[config.mk]
export PLATFORM = sky130hd
export DESIGN_NAME = flash_config_word_decoder
export DESIGN_NICKNAME = d
export VERILOG_FILES = /design/src/rtl/flash_cfg_pkg.sv /design/src/rtl/flash_config_word_decoder.sv /design/src/rtl/permit_word_check.sv
export SDC_FILE = /design/constraint.sdc
export NUM_CORES = 1
export LEC_CHECK = 0
export BUFFER_PORTS_ARGS = -buffer_cell sky130_fd_sc_hd__buf_2
export CAP_MARGIN = 20
export CELL_PAD_IN_SITES_DETAIL_PLACEMENT = 1
export CELL_PAD_IN_SITES_GLOBAL_PLACEMENT = 1
export CORE_MARGIN = 2
export CORE_UTILIZATION = 29
export CTS_CLUSTER_DIAMETER = 200
export CTS_CLUSTER_SIZE = 20
export DETAILED_ROUTE_END_ITERATION = 10
export PLACE_DENSITY = 0.59
export SLEW_MARGIN = 20
export SYNTH_ARGS = -nofsm -noshare
export SYNTH_HDL_FRONTEND = slang
export SYNTH_SLANG_ARGS = --single-unit
[constraint.sdc]
create_clock -name core_clk -period 4.6 [get_ports core_clk]
set_input_delay 0.23 -clock core_clk [delete_from_list [all_inputs] [get_ports core_clk]]
set_output_delay 0.23 -clock core_clk [all_outputs]
set_load 0.1 [all_outputs]
[src/rtl/flash_cfg_pkg.sv]
// constants, field layouts and carriers for the flash configuration word decoder
// assumes one clock domain; words arrive from a boot loader on the same clock
package flash_cfg_pkg;

   // printed byte addresses of the configuration words
   localparam logic [31:0] off_boundary = 32'h0030_0008;
   localparam logic [31:0] off_debug_lock = 32'h0030_000c;
   localparam logic [31:0] off_read_low = 32'h0030_0200;
   localparam logic [31:0] off_read_high = 32'h0030_0204;
   localparam logic [31:0] off_write_low = 32'h0030_0208;
   localparam logic [31:0] off_write_high = 32'h0030_020c;
   // block-local registers
   localparam logic [31:0] off_control = 32'h0030_0300;
   localparam logic [31:0] off_status = 32'h0030_0304;

   // storage index of each word
   localparam logic [2:0] idx_boundary = 3'h0;
   localparam logic [2:0] idx_debug_lock = 3'h1;
   localparam logic [2:0] idx_read_low = 3'h2;
   localparam logic [2:0] idx_read_high = 3'h3;
   localparam logic [2:0] idx_write_low = 3'h4;
   localparam logic [2:0] idx_write_high = 3'h5;
   localparam int word_count = 6;
   localparam int permit_count = 4;

   // reset values: an all-zero word fails every complement check
   localparam logic [31:0] word_reset = 32'h0000_0000;
   localparam logic control_user_mode_reset = 1'b1;
   localparam logic [31:0] rd_data_reset = 32'h0000_0000;
   localparam logic debug_enable_reset = 1'b0;
   localparam logic access_reset = 1'b0;

   // boundary word layout
   localparam logic [15:0] base_minimum = 16'h0200;
   localparam logic [15:0] base_align_mask = 16'hfe00;

   // debug lock word layout
   localparam int debug_code_lsb = 8;
   localparam int debug_check_lsb = 24;
   localparam logic [7:0] debug_disable_code = 8'h55;

   // flash address layout: 2 KB blocks, top bit picks the half
   localparam int block_lsb = 11;
   localparam int half_bit = 15;

   // control and status fields
   localparam int ctrl_user_mode_bit = 0;
   localparam int st_debug_enable_bit = 16;
   localparam int st_boundary_ok_bit = 17;
   localparam int st_debug_ok_bit = 18;
   localparam int st_permit_ok_lsb = 19;

   typedef struct packed {
      logic strobe;
      logic [2:0] sel;
      logic [31:0] data;
   } cfg_load_type;

   typedef struct packed {
      logic valid;
      logic write;
      logic [15:0] addr;
   } flash_req_type;

endpackage

[src/rtl/flash_config_word_decoder.sv]
// boot-time flash configuration word decoder with user-mode access checker
// assumes words are loaded by a boot loader on core_clk, and a plain register port
//
// Summary of operation
// boundary word upper half complements lower
// lower half gives data space base
// base low nine bits forced zero
// base below 200h treated as 200h
// debug code 55h disables debug port
// debug code complement mismatch disables debug
// permission words checked against complement half
// failed permission word means fully protected
// low read word: bit n, block n
// high read word covers upper 32 KB
// cleared bit blocks user-mode reads there
// separate checked write words, low and high 32 KB
// write bit set allows, cleared blocks
`timescale 1ns/1ps
module flash_config_word_decoder
   import flash_cfg_pkg::*;
(
   input wire logic core_clk,
   input wire logic arst_n,
   input wire cfg_load_type cfg_load,
   input wire logic [31:0] reg_addr,
   input wire logic [31:0] reg_wr_data,
   input wire logic reg_wr,
   input wire logic reg_rd,
   output logic [31:0] reg_rd_data,
   input wire flash_req_type flash_req,
   output logic access_done,
   output logic access_allowed,
   output logic debug_port_enable,
   output logic [15:0] data_space_base
);

   logic [31:0] cfg_word [word_count];
   logic user_mode;

   logic boundary_ok;
   logic [15:0] aligned_base;
   logic [15:0] next_base;
   logic debug_ok;
   logic [7:0] debug_code;
   logic next_debug_enable;

   logic [permit_count-1:0] permit_ok;
   logic [15:0] permit [permit_count];
   logic [15:0] read_low_permit;
   logic [15:0] read_high_permit;
   logic [15:0] write_low_permit;
   logic [15:0] write_high_permit;

   logic [31:0] status_word;
   logic [31:0] next_rd_data;
   logic read_permit;
   logic write_permit;
   logic next_allowed;

   // pick the block bit for an address from a low/high pair of words
   function automatic logic block_permit(input logic [15:0] low_word,
                                         input logic [15:0] high_word,
                                         input logic [15:0] addr);
      logic [15:0] half_word;
      half_word = addr[half_bit] ? high_word : low_word;
      return half_word[addr[half_bit-1:block_lsb]];
   endfunction

   // map a bus byte address to a stored word index
   function automatic logic [3:0] word_index(input logic [31:0] addr);
      logic [3:0] hit_idx;
      hit_idx = 4'h0;
      unique case (addr)
         off_boundary:
         begin
            hit_idx = {1'b1, idx_boundary};
         end
         off_debug_lock:
         begin
            hit_idx = {1'b1, idx_debug_lock};
         end
         off_read_low:
         begin
            hit_idx = {1'b1, idx_read_low};
         end
         off_read_high:
         begin
            hit_idx = {1'b1, idx_read_high};
         end
         off_write_low:
         begin
            hit_idx = {1'b1, idx_write_low};
         end
         off_write_high:
         begin
            hit_idx = {1'b1, idx_write_high};
         end
         default:
         begin
            hit_idx = 4'h0;
         end
      endcase
      return hit_idx;
   endfunction

   // block-local registers match on the whole address, so aliases never hit
   function automatic logic local_hit(input logic [31:0] addr,
                                      input logic [31:0] offset);
      return (addr == offset);
   endfunction

   // configuration word storage, filled by the boot loader
   // sel 6 and 7 address nothing and are dropped
   always_ff @(posedge core_clk or negedge arst_n)
   begin
      if (!arst_n)
      begin
         for (int i = 0; i < word_count; i++)
         begin
            cfg_word[i] <= word_reset;
         end
      end
      else if (cfg_load.strobe && (cfg_load.sel <= idx_write_high))
      begin
         cfg_word[cfg_load.sel] <= cfg_load.data;
      end
   end

   // control register: the only software-writable state
   always_ff @(posedge core_clk or negedge arst_n)
   begin
      if (!arst_n)
      begin
         user_mode <= control_user_mode_reset;
      end
      else if (reg_wr && local_hit(reg_addr, off_control))
      begin
         user_mode <= reg_wr_data[ctrl_user_mode_bit];
      end
   end

   // data space boundary
   always_comb
   begin
      boundary_ok = (cfg_word[idx_boundary][31:16] == ~cfg_word[idx_boundary][15:0]);
      // a corrupt word falls back to the smallest application space
      aligned_base = boundary_ok ? (cfg_word[idx_boundary][15:0] & base_align_mask)
                                 : base_minimum;
      next_base = (aligned_base < base_minimum) ? base_minimum : aligned_base;
   end

   // output lags the stored word by one cycle so the pin stays on a flop
   always_ff @(posedge core_clk or negedge arst_n)
   begin
      if (!arst_n)
      begin
         data_space_base <= base_minimum;
      end
      else
      begin
         data_space_base <= next_base;
      end
   end

   // debug port enable
   // reserved bytes are left unchecked, only the code and its complement count
   always_comb
   begin
      debug_code = cfg_word[idx_debug_lock][debug_code_lsb +: 8];
      debug_ok = (cfg_word[idx_debug_lock][debug_check_lsb +: 8] == ~debug_code);
      next_debug_enable = debug_ok && (debug_code != debug_disable_code);
   end

   // locked until a good word says otherwise
   always_ff @(posedge core_clk or negedge arst_n)
   begin
      if (!arst_n)
      begin
         debug_port_enable <= debug_enable_reset;
      end
      else
      begin
         debug_port_enable <= next_debug_enable;
      end
   end

   // permission words, each checked on its own
   generate
      for (genvar g = 0; g < permit_count; g++)
      begin : g_permit
         permit_word_check u_check (
            .word(cfg_word[g + 32'(idx_read_low)]),
            .word_ok(permit_ok[g]),
            .permit(permit[g])
         );
      end
   endgenerate

   // named views, in the storage order of the permission words
   always_comb
   begin
      read_low_permit = permit[2'(idx_read_low - idx_read_low)];
      read_high_permit = permit[2'(idx_read_high - idx_read_low)];
      write_low_permit = permit[2'(idx_write_low - idx_read_low)];
      write_high_permit = permit[2'(idx_write_high - idx_read_low)];
   end

   // user-mode access check; outside user mode the whole array is open
   always_comb
   begin
      read_permit = block_permit(read_low_permit, read_high_permit, flash_req.addr);
      write_permit = block_permit(write_low_permit, write_high_permit, flash_req.addr);
      if (!user_mode)
      begin
         next_allowed = 1'b1;
      end
      else if (flash_req.write)
      begin
         next_allowed = write_permit;
      end
      else
      begin
         next_allowed = read_permit;
      end
   end

   // answer one cycle after the request; held until the next request
   // reset verdict is a refusal, like the all-protected reset words
   always_ff @(posedge core_clk or negedge arst_n)
   begin
      if (!arst_n)
      begin
         access_allowed <= access_reset;
      end
      else if (flash_req.valid)
      begin
         access_allowed <= next_allowed;
      end
   end

   always_ff @(posedge core_clk or negedge arst_n)
   begin
      if (!arst_n)
      begin
         access_done <= access_reset;
      end
      else
      begin
         access_done <= flash_req.valid;
      end
   end

   // status shows the decoded state, not the raw words
   // unlagged, so software sees a new word one cycle before the registered outputs
   always_comb
   begin
      status_word = 32'h0000_0000;
      status_word[15:0] = next_base;
      status_word[st_debug_enable_bit] = next_debug_enable;
      status_word[st_boundary_ok_bit] = boundary_ok;
      status_word[st_debug_ok_bit] = debug_ok;
      status_word[st_permit_ok_lsb +: permit_count] = permit_ok;
   end

   // read mux; unmapped addresses read zero
   always_comb
   begin
      logic [3:0] hit_idx;
      hit_idx = word_index(reg_addr);
      next_rd_data = 32'h0000_0000;
      if (hit_idx[3])
      begin
         next_rd_data = cfg_word[hit_idx[2:0]];
      end
      else if (local_hit(reg_addr, off_control))
      begin
         next_rd_data[ctrl_user_mode_bit] = user_mode;
      end
      else if (local_hit(reg_addr, off_status))
      begin
         next_rd_data = status_word;
      end
   end

   // data stand only in the cycle after the read strobe
   always_ff @(posedge core_clk or negedge arst_n)
   begin
      if (!arst_n)
      begin
         reg_rd_data <= rd_data_reset;
      end
      else if (reg_rd)
      begin
         reg_rd_data <= next_rd_data;
      end
      else
      begin
         reg_rd_data <= 32'h0000_0000;
      end
   end

endmodule

[src/rtl/permit_word_check.sv]
// complement check of one permission word
// assumes a stable word from the decoder's storage; purely combinational
`timescale 1ns/1ps
module permit_word_check
   import flash_cfg_pkg::*;
(
   input wire logic [31:0] word,
   output logic word_ok,
   output logic [15:0] permit
);

   assign word_ok = (word[31:16] == ~word[15:0]);

   // failed check means nothing is allowed
   assign permit = word_ok ? word[15:0] : 16'h0000;

endmodule

# Word level (Yosys, flattened, before mapping)
# Index checks and enable logic that the tools add are counted.
[word_totals] out_inout_bits=51 register_bits=244 input_bits=122 wordCells=71
[op_classes] n_lt_le_gt_ge=6 reduce_logical=4 eq_ne=15 n_mux=26 bitwise_logic=8
[ops] cell="32-bit by 22-bit == test with 1-bit output, second input constant" n=8
[ops] cell="192-bit bitwise mux" n=1
[ops] cell="32-bit 2-to-1 mux" n=5
[ops] cell="16-bit 2-to-1 mux" n=8
[ops] cell="32-bit binary-select mux with 3-bit select" n=1
[ops] cell="32-bit demux with 3-bit select" n=1
[ops] cell="16-bit == test" n=5
[ops] cell="16-bit inverter" n=5
[ops] cell="31-bit 2-to-1 mux" n=1
[ops] cell="4-bit case mux with 6 select lines" n=1
[ops] cell="23-bit 2-to-1 mux" n=1
[ops] cell="16-bit by 10-bit < comparator with 1-bit output, second input constant" n=1
[ops] cell="1-bit binary-select mux with 4-bit select" n=2
[ops] cell="8-bit == test" n=1
[ops] cell="4-bit >= comparator, second input constant" n=2
[ops] cell="8-bit by 7-bit != test with 1-bit output, second input constant" n=1
[ops] cell="3-bit inverter with 4-bit output" n=2
[ops] cell="8-bit inverter" n=1
[ops] cell="4-bit by 5-bit < comparator with 1-bit output, second input constant" n=1
[ops] cell="1-bit 2-to-1 mux" n=5
[ops] cell="1-bit logical AND" n=4
[ops] cell="4-bit by 1-bit < comparator with 1-bit output, second input constant" n=1
[ops] cell="3-bit less-or-equal comparator, second input constant" n=1

# Longest topological paths before layout
# Gate-level depths: netlist of run 1.
[depth] depth_word=9 depth_mapped=11 depth_no_buf=8

# Hierarchy
# From an unflattened synthesis of run 1, not the netlist that was laid out.
[hier_totals] hier_cells=998 area_unflattened_um2=12467.0
[by_module_without_submodules] module="flash_config_word_decoder" cells_per_inst=846 area_each_um2=11275.8 seq_area_each_um2=5883.1 n_inst=1
[by_module_without_submodules] module="permit_word_check" cells_per_inst=38 area_each_um2=297.8 seq_area_each_um2=0.0 n_inst=4

# Worst setup path after synthesis of run 1
# No wires, ideal clock.
[synth_timing] path_type="input -> register" startpoint="input reg_addr[4]" endpoint="register reg_rd_data[2]" stages=10 arrival_ps=2138 path_slack_ps=2332 n_path_buf=2 required_ps=4469 setup_time_ps=131 path_cell_list="nor4_1 > nand4_1 > nor3_2 > o21a_1 > buf_6 > and2_4 > buf_12 > mux4_1 > nor2_1 > a211oi_1"
[synth_via] elab_chain_len=8 elab_cells_between_ends=17 classes_between="eq/ne (8); mux (8); bitwise (1)"
[synth_lines] element="start, declared" line_no="flash_config_word_decoder.sv:25" source="input wire logic [31:0] reg_addr,"
[synth_lines] element="32-bit by 22-bit == test with 1-bit output" line_no="flash_config_word_decoder.sv:73" source="unique case (addr)"
[synth_lines] element="4-bit case mux with 6 select lines" line_no="flash_config_word_decoder.sv:73"
[synth_lines] element="3-bit inverter with 4-bit output (not written as such)" line_no="flash_config_word_decoder.sv:273" source="next_rd_data = cfg_word[hit_idx[2:0]];"
[synth_lines] element="32-bit binary-select mux with 3-bit select" line_no="flash_config_word_decoder.sv:273"
[synth_lines] element="32-bit 2-to-1 mux (not written as such) (2 in a row)" line_no="flash_config_word_decoder.sv:273"
[synth_lines] element="32-bit 2-to-1 mux *" line_no="flash_config_word_decoder.sv:271" source="if (hit_idx[3])"
[synth_lines] element="32-bit 2-to-1 mux *" line_no="flash_config_word_decoder.sv:292" source="else if (reg_rd)"
[synth_lines] element="end signal, assigned" line_no="flash_config_word_decoder.sv:290" source="reg_rd_data <= rd_data_reset;"
[synth_lines] element="end signal, assigned" line_no="flash_config_word_decoder.sv:294" source="reg_rd_data <= next_rd_data;"
[synth_lines] element="end, declared" line_no="flash_config_word_decoder.sv:29" source="output logic [31:0] reg_rd_data,"
# Every way passes the cells marked *; elsewhere a longest branch is shown, timed or not. The select of a mux whose other input is x is not followed.
# A chain may end at the register's enable or synchronous reset.

# Final worst setup path of run 1
[layout_timing] startpoint="register cfg_word[72] in the netlist's numbering" endpoint="register access_allowed"
[layout_via] elab_chain_len=8
[layout_lines] element="start, declared" line_no="flash_config_word_decoder.sv:37" source="logic [31:0] cfg_word [word_count];"
[layout_lines] element="start signal, assigned by index" line_no="flash_config_word_decoder.sv:120" source="cfg_word[i] <= word_reset;"
[layout_lines] element="start signal, assigned by index" line_no="flash_config_word_decoder.sv:125" source="cfg_word[cfg_load.sel] <= cfg_load.data;"
[layout_lines] element="16-bit inverter" line_no="permit_word_check.sv:12" source="assign word_ok = (word[31:16] == ~word[15:0]);"
[layout_lines] element="16-bit == test" line_no="permit_word_check.sv:12"
[layout_lines] element="16-bit 2-to-1 mux *" line_no="permit_word_check.sv:15" source="assign permit = word_ok ? word[15:0] : 16'h0000;"
[layout_lines] element="16-bit 2-to-1 mux *" line_no="flash_config_word_decoder.sv:65" source="half_word = addr[half_bit] ? high_word : low_word;"
[layout_lines] element="1-bit binary-select mux with 4-bit select *" line_no="flash_config_word_decoder.sv:66" source="return half_word[addr[half_bit-1:block_lsb]];"
[layout_lines] element="1-bit 2-to-1 mux (not written as such) *" line_no="flash_config_word_decoder.sv:66"
[layout_lines] element="1-bit 2-to-1 mux *" line_no="flash_config_word_decoder.sv:217" source="else if (flash_req.write)"
[layout_lines] element="1-bit 2-to-1 mux *" line_no="flash_config_word_decoder.sv:213" source="if (!user_mode)"
[layout_lines] element="end signal, assigned" line_no="flash_config_word_decoder.sv:233" source="access_allowed <= access_reset;"
[layout_lines] element="end signal, assigned" line_no="flash_config_word_decoder.sv:237" source="access_allowed <= next_allowed;"
[layout_lines] element="end, declared" line_no="flash_config_word_decoder.sv:32" source="output logic access_allowed,"
# Marks and branches as above.

==> impl_results.md, run 1 <==
- Hold Vio Cnt, Final: 0
- Placed cell area: 13000 um^2
- P_leak: a little under 6 nW
- CTS resizes: 0
- Setup_tns: 0 ns
- Share of cells above drive strength 1: 36.6%
- Mapped Area: 11900 um^2
- Distinct cells, synth: 58
- Ys async rst share: 100%
- #FFs+latches synth: roughly 240
- Initial drt markers: 469
- GP Congestion: 0.824
- Worst IR drop on VDD: 173 uV
- # nets final: 1169
- CP max FO: 11
- Synth Flop Type: dfrtp_1
- Global route total overflow: 0
- Die Footprint: 42700 um^2
- WL final: 40100 um
- Vias per Instance: 5.20
- Rel. slew slack: a little under a third
- CP Class: reg2reg
- Fin crit period: 2.95 ns
- Clock sinks: 235
- Power Density: 404 nW/um^2
- Setup crit end kind: flip-flop
- Height of the die: 207 um
- Fin crit share: 64.0%
- Fmax: 340 MHz
- H-tree depth: 1
- Reg clk slew, reported paths: 0.09 ns
- Syn avg cell area: 12.6 um^2
- Io pins: 173
- Final setup viols: 0
- Least-Margin Pin Slew: between 1 and 1.5 ns
- Detail Route Antenna Nets: 0
- GRT Overall Usage: 18.9%
- Area delta synth->final: 12.9%
- Hold path depth: 2
- Drt pass-1 iters: 5
- Fin Clk Skew: 0.0154 ns
- Hold Path Class: in2reg
- CTS tree: yes
- DIE WIDTH: 207 um
- Final Max Slew Viols: 0
- Post-DP HPWL: 28500 um
- Cell count after synthesis: 946
- Pin count of the biggest net entering global routing: ~110
- CTS hold repair buffers: 3
- Remaining DRCs: 0
- Arr. time, crit path: about 3.4 ns
- Port bufs: 121
- First-pass GRT wire length: 59100 um
- Std cell rows: 74
- Vias in the first global route: 8729
- Via count: 8238
- Status: completed
- Clk_lat worst skew: 0.50 ns
- Bufs on Longest Clock Path: 3
- Starting density of the core: 29.3%
- Post-DR wirelength/cell: 25.3 um
- Max Cap Viol: 0
- Clock buffer count from CTS: 15
- Sequential fraction of the synthesis area: 49.4%
- Critical path required time: ~5 ns
- RSZ-0062 raised after global routing: false
- Finished Core Util: between 30% and 40%
- Synth warn: 0
- Initial antenna violation count: 4
- Post-CTS setup repair buffer count: 0
- Final non-filler cell area: between 10000 and 15000 um^2
- Type of origin of the critical path: flip-flop
- Core box area: between 40000 and 50000 um^2
- Post-synth EDFFs: 0
- R2R cell count: 9
- Worst hold-check slack: 0.0383 ns
- # fillers: 4365
- CTS root buf: clkbuf_16
==> layer usage <==
layer	wire (um)	up-vias	global-route usage, %
met4	1110	4	5.54
met3	1770	57	2.37
li1	-	3625	-
met5	27	-	0
met1	18300	4356	26.4
met2	18900	196	30.8
==> flip-flops by register name, summed over array words and instances, names as in the netlist <==
name,cells
access_allowed,1
data_space_base,7
debug_port_enable,1
reg_rd_data,32
user_mode,1
cfg_word,192
access_done,1
==> per-stage QoR <==
stage | total power [W] | setup slack (ns) | instances
2_1_floorplan | 0.00357 | 2.33 | 954
3_3_place_gp | 0.00410 | 1.39 | 1559
3_5_place_dp | 0.00414 | 1.29 | 1559
4_1_cts | 0.00549 | 1.64 | 1582
5_1_grt | 0.00569 | 1.49 | 1583
6_report | 0.00543 | 1.65 | 1583
==> final timing paths <==
path,startpoint,endpoint,slack (ns)
max reg2reg,cfg_word[72],access_allowed,1.65
min reg2reg,cfg_word[151],cfg_word[151],0.51
min,cfg_load[5],cfg_word[37],0.04
min in group asynchronous,arst_n,cfg_word[184],0.41
max in group asynchronous,arst_n,reg_rd_data[11],3.15
max,cfg_word[72],access_allowed,1.65
==> cell usage after synthesis, types with 2 or more instances <==
| cell | number | area share [%] |
|---|---|---|
| a22oi_1 | 5 | 0.32 |
| clkbuf_8 | 5 | 0.58 |
| nor3_1 | 7 | 0.29 |
| a211oi_1 | 32 | 2.0 |
| nor4bb_1 | 2 | 0.17 |
| buf_6 | 4 | 0.38 |
| nand3_1 | 33 | 1.4 |
| mux4_1 | 8 | 1.8 |
| nand4_1 | 24 | 1.3 |
| inv_1 | 2 | 0.063 |
| mux2i_1 | 32 | 2.7 |
| o21ai_0 | 4 | 0.17 |
| mux4_2 | 20 | 3.8 |
| nand2_1 | 70 | 2.2 |
| clkbuf_1 | 34 | 1.1 |
| a22o_1 | 2 | 0.15 |
| mux2_2 | 194 | 18 |
| buf_2 | 8 | 0.34 |
| nor2_1 | 24 | 0.76 |
| nor2b_1 | 4 | 0.21 |
| o211ai_1 | 3 | 0.19 |
| nand2b_1 | 2 | 0.11 |
| and3_1 | 2 | 0.11 |
| nand4b_1 | 2 | 0.15 |
| buf_4 | 10 | 0.63 |
| and3_2 | 4 | 0.25 |
| buf_1 | 4 | 0.13 |
| nor4b_1 | 2 | 0.15 |
| and2_0 | 2 | 0.11 |
| dfstp_2 | 2 | 0.44 |
| nor4_1 | 10 | 0.53 |
| and2_1 | 7 | 0.37 |
| nor3b_1 | 3 | 0.19 |
| nand3b_1 | 2 | 0.13 |
| xor2_1 | 88 | 6.5 |
| a21oi_1 | 30 | 1.3 |
| dfrtp_1 | 233 | 49 |
| a31oi_1 | 6 | 0.32 |
==> kinds of logic after synthesis <==
family	synth area share, %
mux	26.6
flops	49.4
simple gates	8.93
compound gates	5.16
xor+xnor	6.47
buf+inv	3.38
other cells	0.0315
==> power by group <==
part           leakage [nW]  internal [W]  switching, W
logic                  2.81      0.000596      0.000595
registers              2.89       0.00244      0.000469
clock network         0.190      0.000602      0.000732
==> layout by cell type (no fill, tap or decap), types with 9 or more instances in the layout <==
cell type	n
dfrtp_1	233
mux2_2	194
buf_2	120
xor2_1	88
nand2_1	70
nand3_1	33
mux2i_1	32
a211oi_1	32
a21oi_1	30
nand4_1	24
nor2_1	24
mux4_2	20
buf_4	16
clkbuf_16	15
nor4_1	10
conb_1	9
==> area by class of cell <==
cell class                 count  area (um^2)  area share (%)
antenna                        1         2.50          0.0186
sequential                   235         5880            43.8
inverter                       3         11.3          0.0838
multi-input combinational    650         5670            42.2
timing repair buffer         142          806            6.00
clock inverter                 1         7.51          0.0559
clock buffer                  19          390            2.91
tap                          532          666            4.95
==> critical path, cell delays in order (launching register included) <==
cell and delay, ns:
dfrtp_1 0.45, xor2_1 0.30, nand4_1 0.24, nor4_1 0.47, and2_0 0.44, buf_4 0.27
a22oi_1 0.10, o211ai_1 0.25, and4_1 0.24, a41o_1 0.14
No activity file was read; power rests on OpenSTA's default activity.
==> inputs of run 2 (changes only) <==
- PLACE_DENSITY: 0.59 -> 0.61
- clock period: 4.6 -> 2.5 ns (I/O delays scaled with it)
==> run 2 against run 1 <==
Compared with the run above: die area did not move; clock skew down 0.0012 ns; maximum frequency up 22%; via count rose by 5.3%; clock power is 91% higher; critical path depth unchanged; first-iteration DRC count up 33%; cell count is 6.4% higher; largest power group unchanged; highest routed layer unchanged.
==> impl_results.md, run 2 (synthesis results as in run 1) <==
- Final setup viols: 0 (unchanged)
- Hold Path Class: in2reg
- Reg area: 5880 um^2 (about the same)
- Status: completed
- Largest Register: cfg_word
- Max incr delay on CP: 0.44 ns (-0.03 ns)
- PnR worst setup slack: 0.0880 ns (-1.57 ns)
- Height of the die: 207 um (unchanged)
- Post-DP HPWL: 29900 um (+5.2%)
- Detail Route Antenna Nets: 0 (unchanged)
- Fin crit period: 2.41 ns (-0.533 ns)
- GP Congestion: 0.935 (+13%)
- CP Class: reg2reg
- Final non-filler cell area: 14400 um^2 (+7.3%)
- H-tree depth: 1 (unchanged)
- Fmax: 415 MHz (+22%)
- WL final: 41200 um (+2.8%)
- GRT Overall Usage: 19.4% (+0.45 points)
- Drt pass-1 iters: 5 (unchanged)
- RSZ-0062 raised after global routing: true
- Setup crit end kind: flip-flop
- Port bufs: 121 (unchanged)
- Starting density of the core: 29.3% (unchanged)
- Clock sinks: 235 (unchanged)
- First-pass GRT wire length: 60400 um (+2.3%)
- P_leak: 6.40 nW (+8.5%)
- Hold Vio Cnt, Final: 0 (unchanged)
- Placed cell count: 1621 (+4.0%)
- Least-Margin Pin Slew: 0.668 ns (-0.375 ns)
- Area delta synth->final: 21.1%
- CP top delay family: simple AND/OR/NAND/NOR gates
- Hold Path End: reg_rd_data[0]
- Post-DR wirelength/cell: 24.5 um (-3.4%)
- Fin Clk Skew: 0.0143 ns (-0.00116 ns)
- Vias in the first global route: 8985 (+2.9%)
- Share of cells above drive strength 1: 39.3% (+2.8 points)
- Post-CTS setup repair buffer count: 0 (unchanged)
- Power Total: 0.0104 W (+91%)
- Clk_lat worst skew: 0.51 ns (about the same)
- Reg2reg start: cfg_word[93]
- Initial drt markers: 625 (+33%)
- Ant diodes: 0 (-1)
- Rel. slew slack: 55.5% (+25 points)
- CP max FO: 12 (+1)
- R2R cell count: 9 (unchanged)
- CP max-delay cell: dfrtp_1
- Arr. time, crit path: 2.87 ns (-0.52 ns)
- Worst Path Buf+Inv: 1 (unchanged)
- Std cell rows: 74 (unchanged)
- Io pins: 173 (unchanged)
- Power Density: 721 nW/um^2 (+78%)
- Worst hold start: reg_addr[2]
- Final Max Slew Viols: 0 (unchanged)
- Core box area: 40600 um^2 (unchanged)
- R2R Setup Slk: 0.09 ns (-1.57 ns)
- Type of origin of the critical path: flip-flop
- FF-to-FF End: access_allowed
- Worst IR drop on VDD: 448 uV (+160%)
- Largest register FFs: 192 (unchanged)
- Die Footprint: 42700 um^2 (unchanged)
- Fin crit share: 96.5% (+32 points)
- DIE WIDTH: 207 um (unchanged)
- Area of the multi-input gates: 5700 um^2 (+0.62%)
- Via count: 8675 (+5.3%)
- Pin count of the biggest net entering global routing: 82 (-26%)
- Worst hold-check slack: 0.0601 ns (+0.0219 ns)
- # nets final: 1265 (+8.2%)
- Max Cap Viol: 0 (unchanged)
- Worst path cell trace: xor2_1 > nand4_1 > nor4_1 > and2_0 > buf_12 > a22oi_1 > o211ai_1 > and4_1 > a41o_1
- CTS root buf: clkbuf_16
- Global route total overflow: 0 (unchanged)
- Most frequent cells in the layout: 232 x dfrtp_1, 194 x mux2_2, 120 x buf_2, 85 x xor2_1, 70 x nand2_1
- Placed cell area: 13600 um^2 (+4.4%)
- Pre-CTS setup slack: 0.0629 ns (-1.23 ns)
- Vias per Instance: 5.15 (-1.0%)
- Hold path depth: 4 (+2)
- Largest regs: cfg_word x192, reg_rd_data x32, data_space_base x7
- Final Non-Filler Cells: 1684 (+6.4%)
- Clock buffer count from CTS: 15 (unchanged)
- Bufs on Longest Clock Path: 3 (unchanged)
- Most common cell after layout, fill and taps aside: dfrtp_1
- Critical path required time: 2.96 ns (-2.08 ns)
- Remaining DRCs: 0 (unchanged)
- Initial antenna violation count: 1 (-3)
- CTS tree: yes
- Reg clk slew, reported paths: 0.09 ns (about the same)
- # fillers: 4418 (+1.2%)
[run 2: cell types whose count changed in the layout (fill, tap and decap cells not counted), sizes merged]
| cell | change |
|---|---|
| inv | +1 |
| diode | -1 |
| dlygate4sd3 | +34 |
| clkbuf | +5 |
| buf | +62 |
[run 2: power breakdown]
part / internal (W) / total, W / leakage, nW / switching (W)
Combinational: 0.00129 / 0.00257 / 3.31 / 0.00128
Clock: 0.00115 / 0.00254 / 0.200 / 0.00139
Sequential: 0.00449 / 0.00528 / 2.89 / 0.000794
Total: 0.00693 / 0.0104 / 6.40 / 0.00346
[run 2: worst min-delay path, stage by stage]
cell,delay (ns)
buf_2,0.17
nor2b_1,0.08
nand3_1,0.07
o21ai_0,0.07
[run 2: final cells by class]
type | instances | share of cell area, %
Clock inverter | 2 | 0.113
Timing Repair Buffer | 238 | 12.0
Multi-Input combinational cell | 650 | 39.6
Inverter | 3 | 0.0781
Sequential cell | 235 | 40.8
Tap cell | 532 | 4.62
Clock buffer | 24 | 2.84
[run 2: metal layers]
layer | vias up | share of wire [%] | wire length, um | GRT usage [%]
met1 | 4560 | 45 | 18400 | 26.8
met4 | 2 | 2.5 | 1040 | 4.67
met5 | - | 0.032 | 13 | 0
met2 | 248 | 48 | 19700 | 32.4
li1 | 3810 | - | - | -
met3 | 55 | 5.0 | 2070 | 2.37
[run 2: worst max path at each step]
stage / slack, ns / end / start / depth (start not counted)
floorplan: 0.34 / reg_rd_data[2] / reg_addr[4] / 10
global placement: 0.10 / access_allowed / cfg_word[114] / 9
detailed placement: 0.06 / access_allowed / cfg_word[114] / 9
CTS: 0.004 / access_allowed / cfg_word[114] / 9
global route: -0.007 / access_allowed / cfg_word[64] / 10
finish: 0.09 / access_allowed / cfg_word[93] / 9
[run 2: metrics by stage]
stage | utilization, % | setup TNS [ns]
3_5_place_dp | 33.4 | 0
4_1_cts | 35.4 | 0
3_3_place_gp | 33.4 | 0
2_1_floorplan | - | 0
5_1_grt | 35.5 | -0.00747
6_report | 35.5 | 0
[run 2: timing repair]
action | 4_1_cts | 5_1_grt
hold endpoints to repair | 243 | 0
setup endpoints to repair | 0 | 2
resized for setup | 0 | 6
hold buffers | 37 | 0
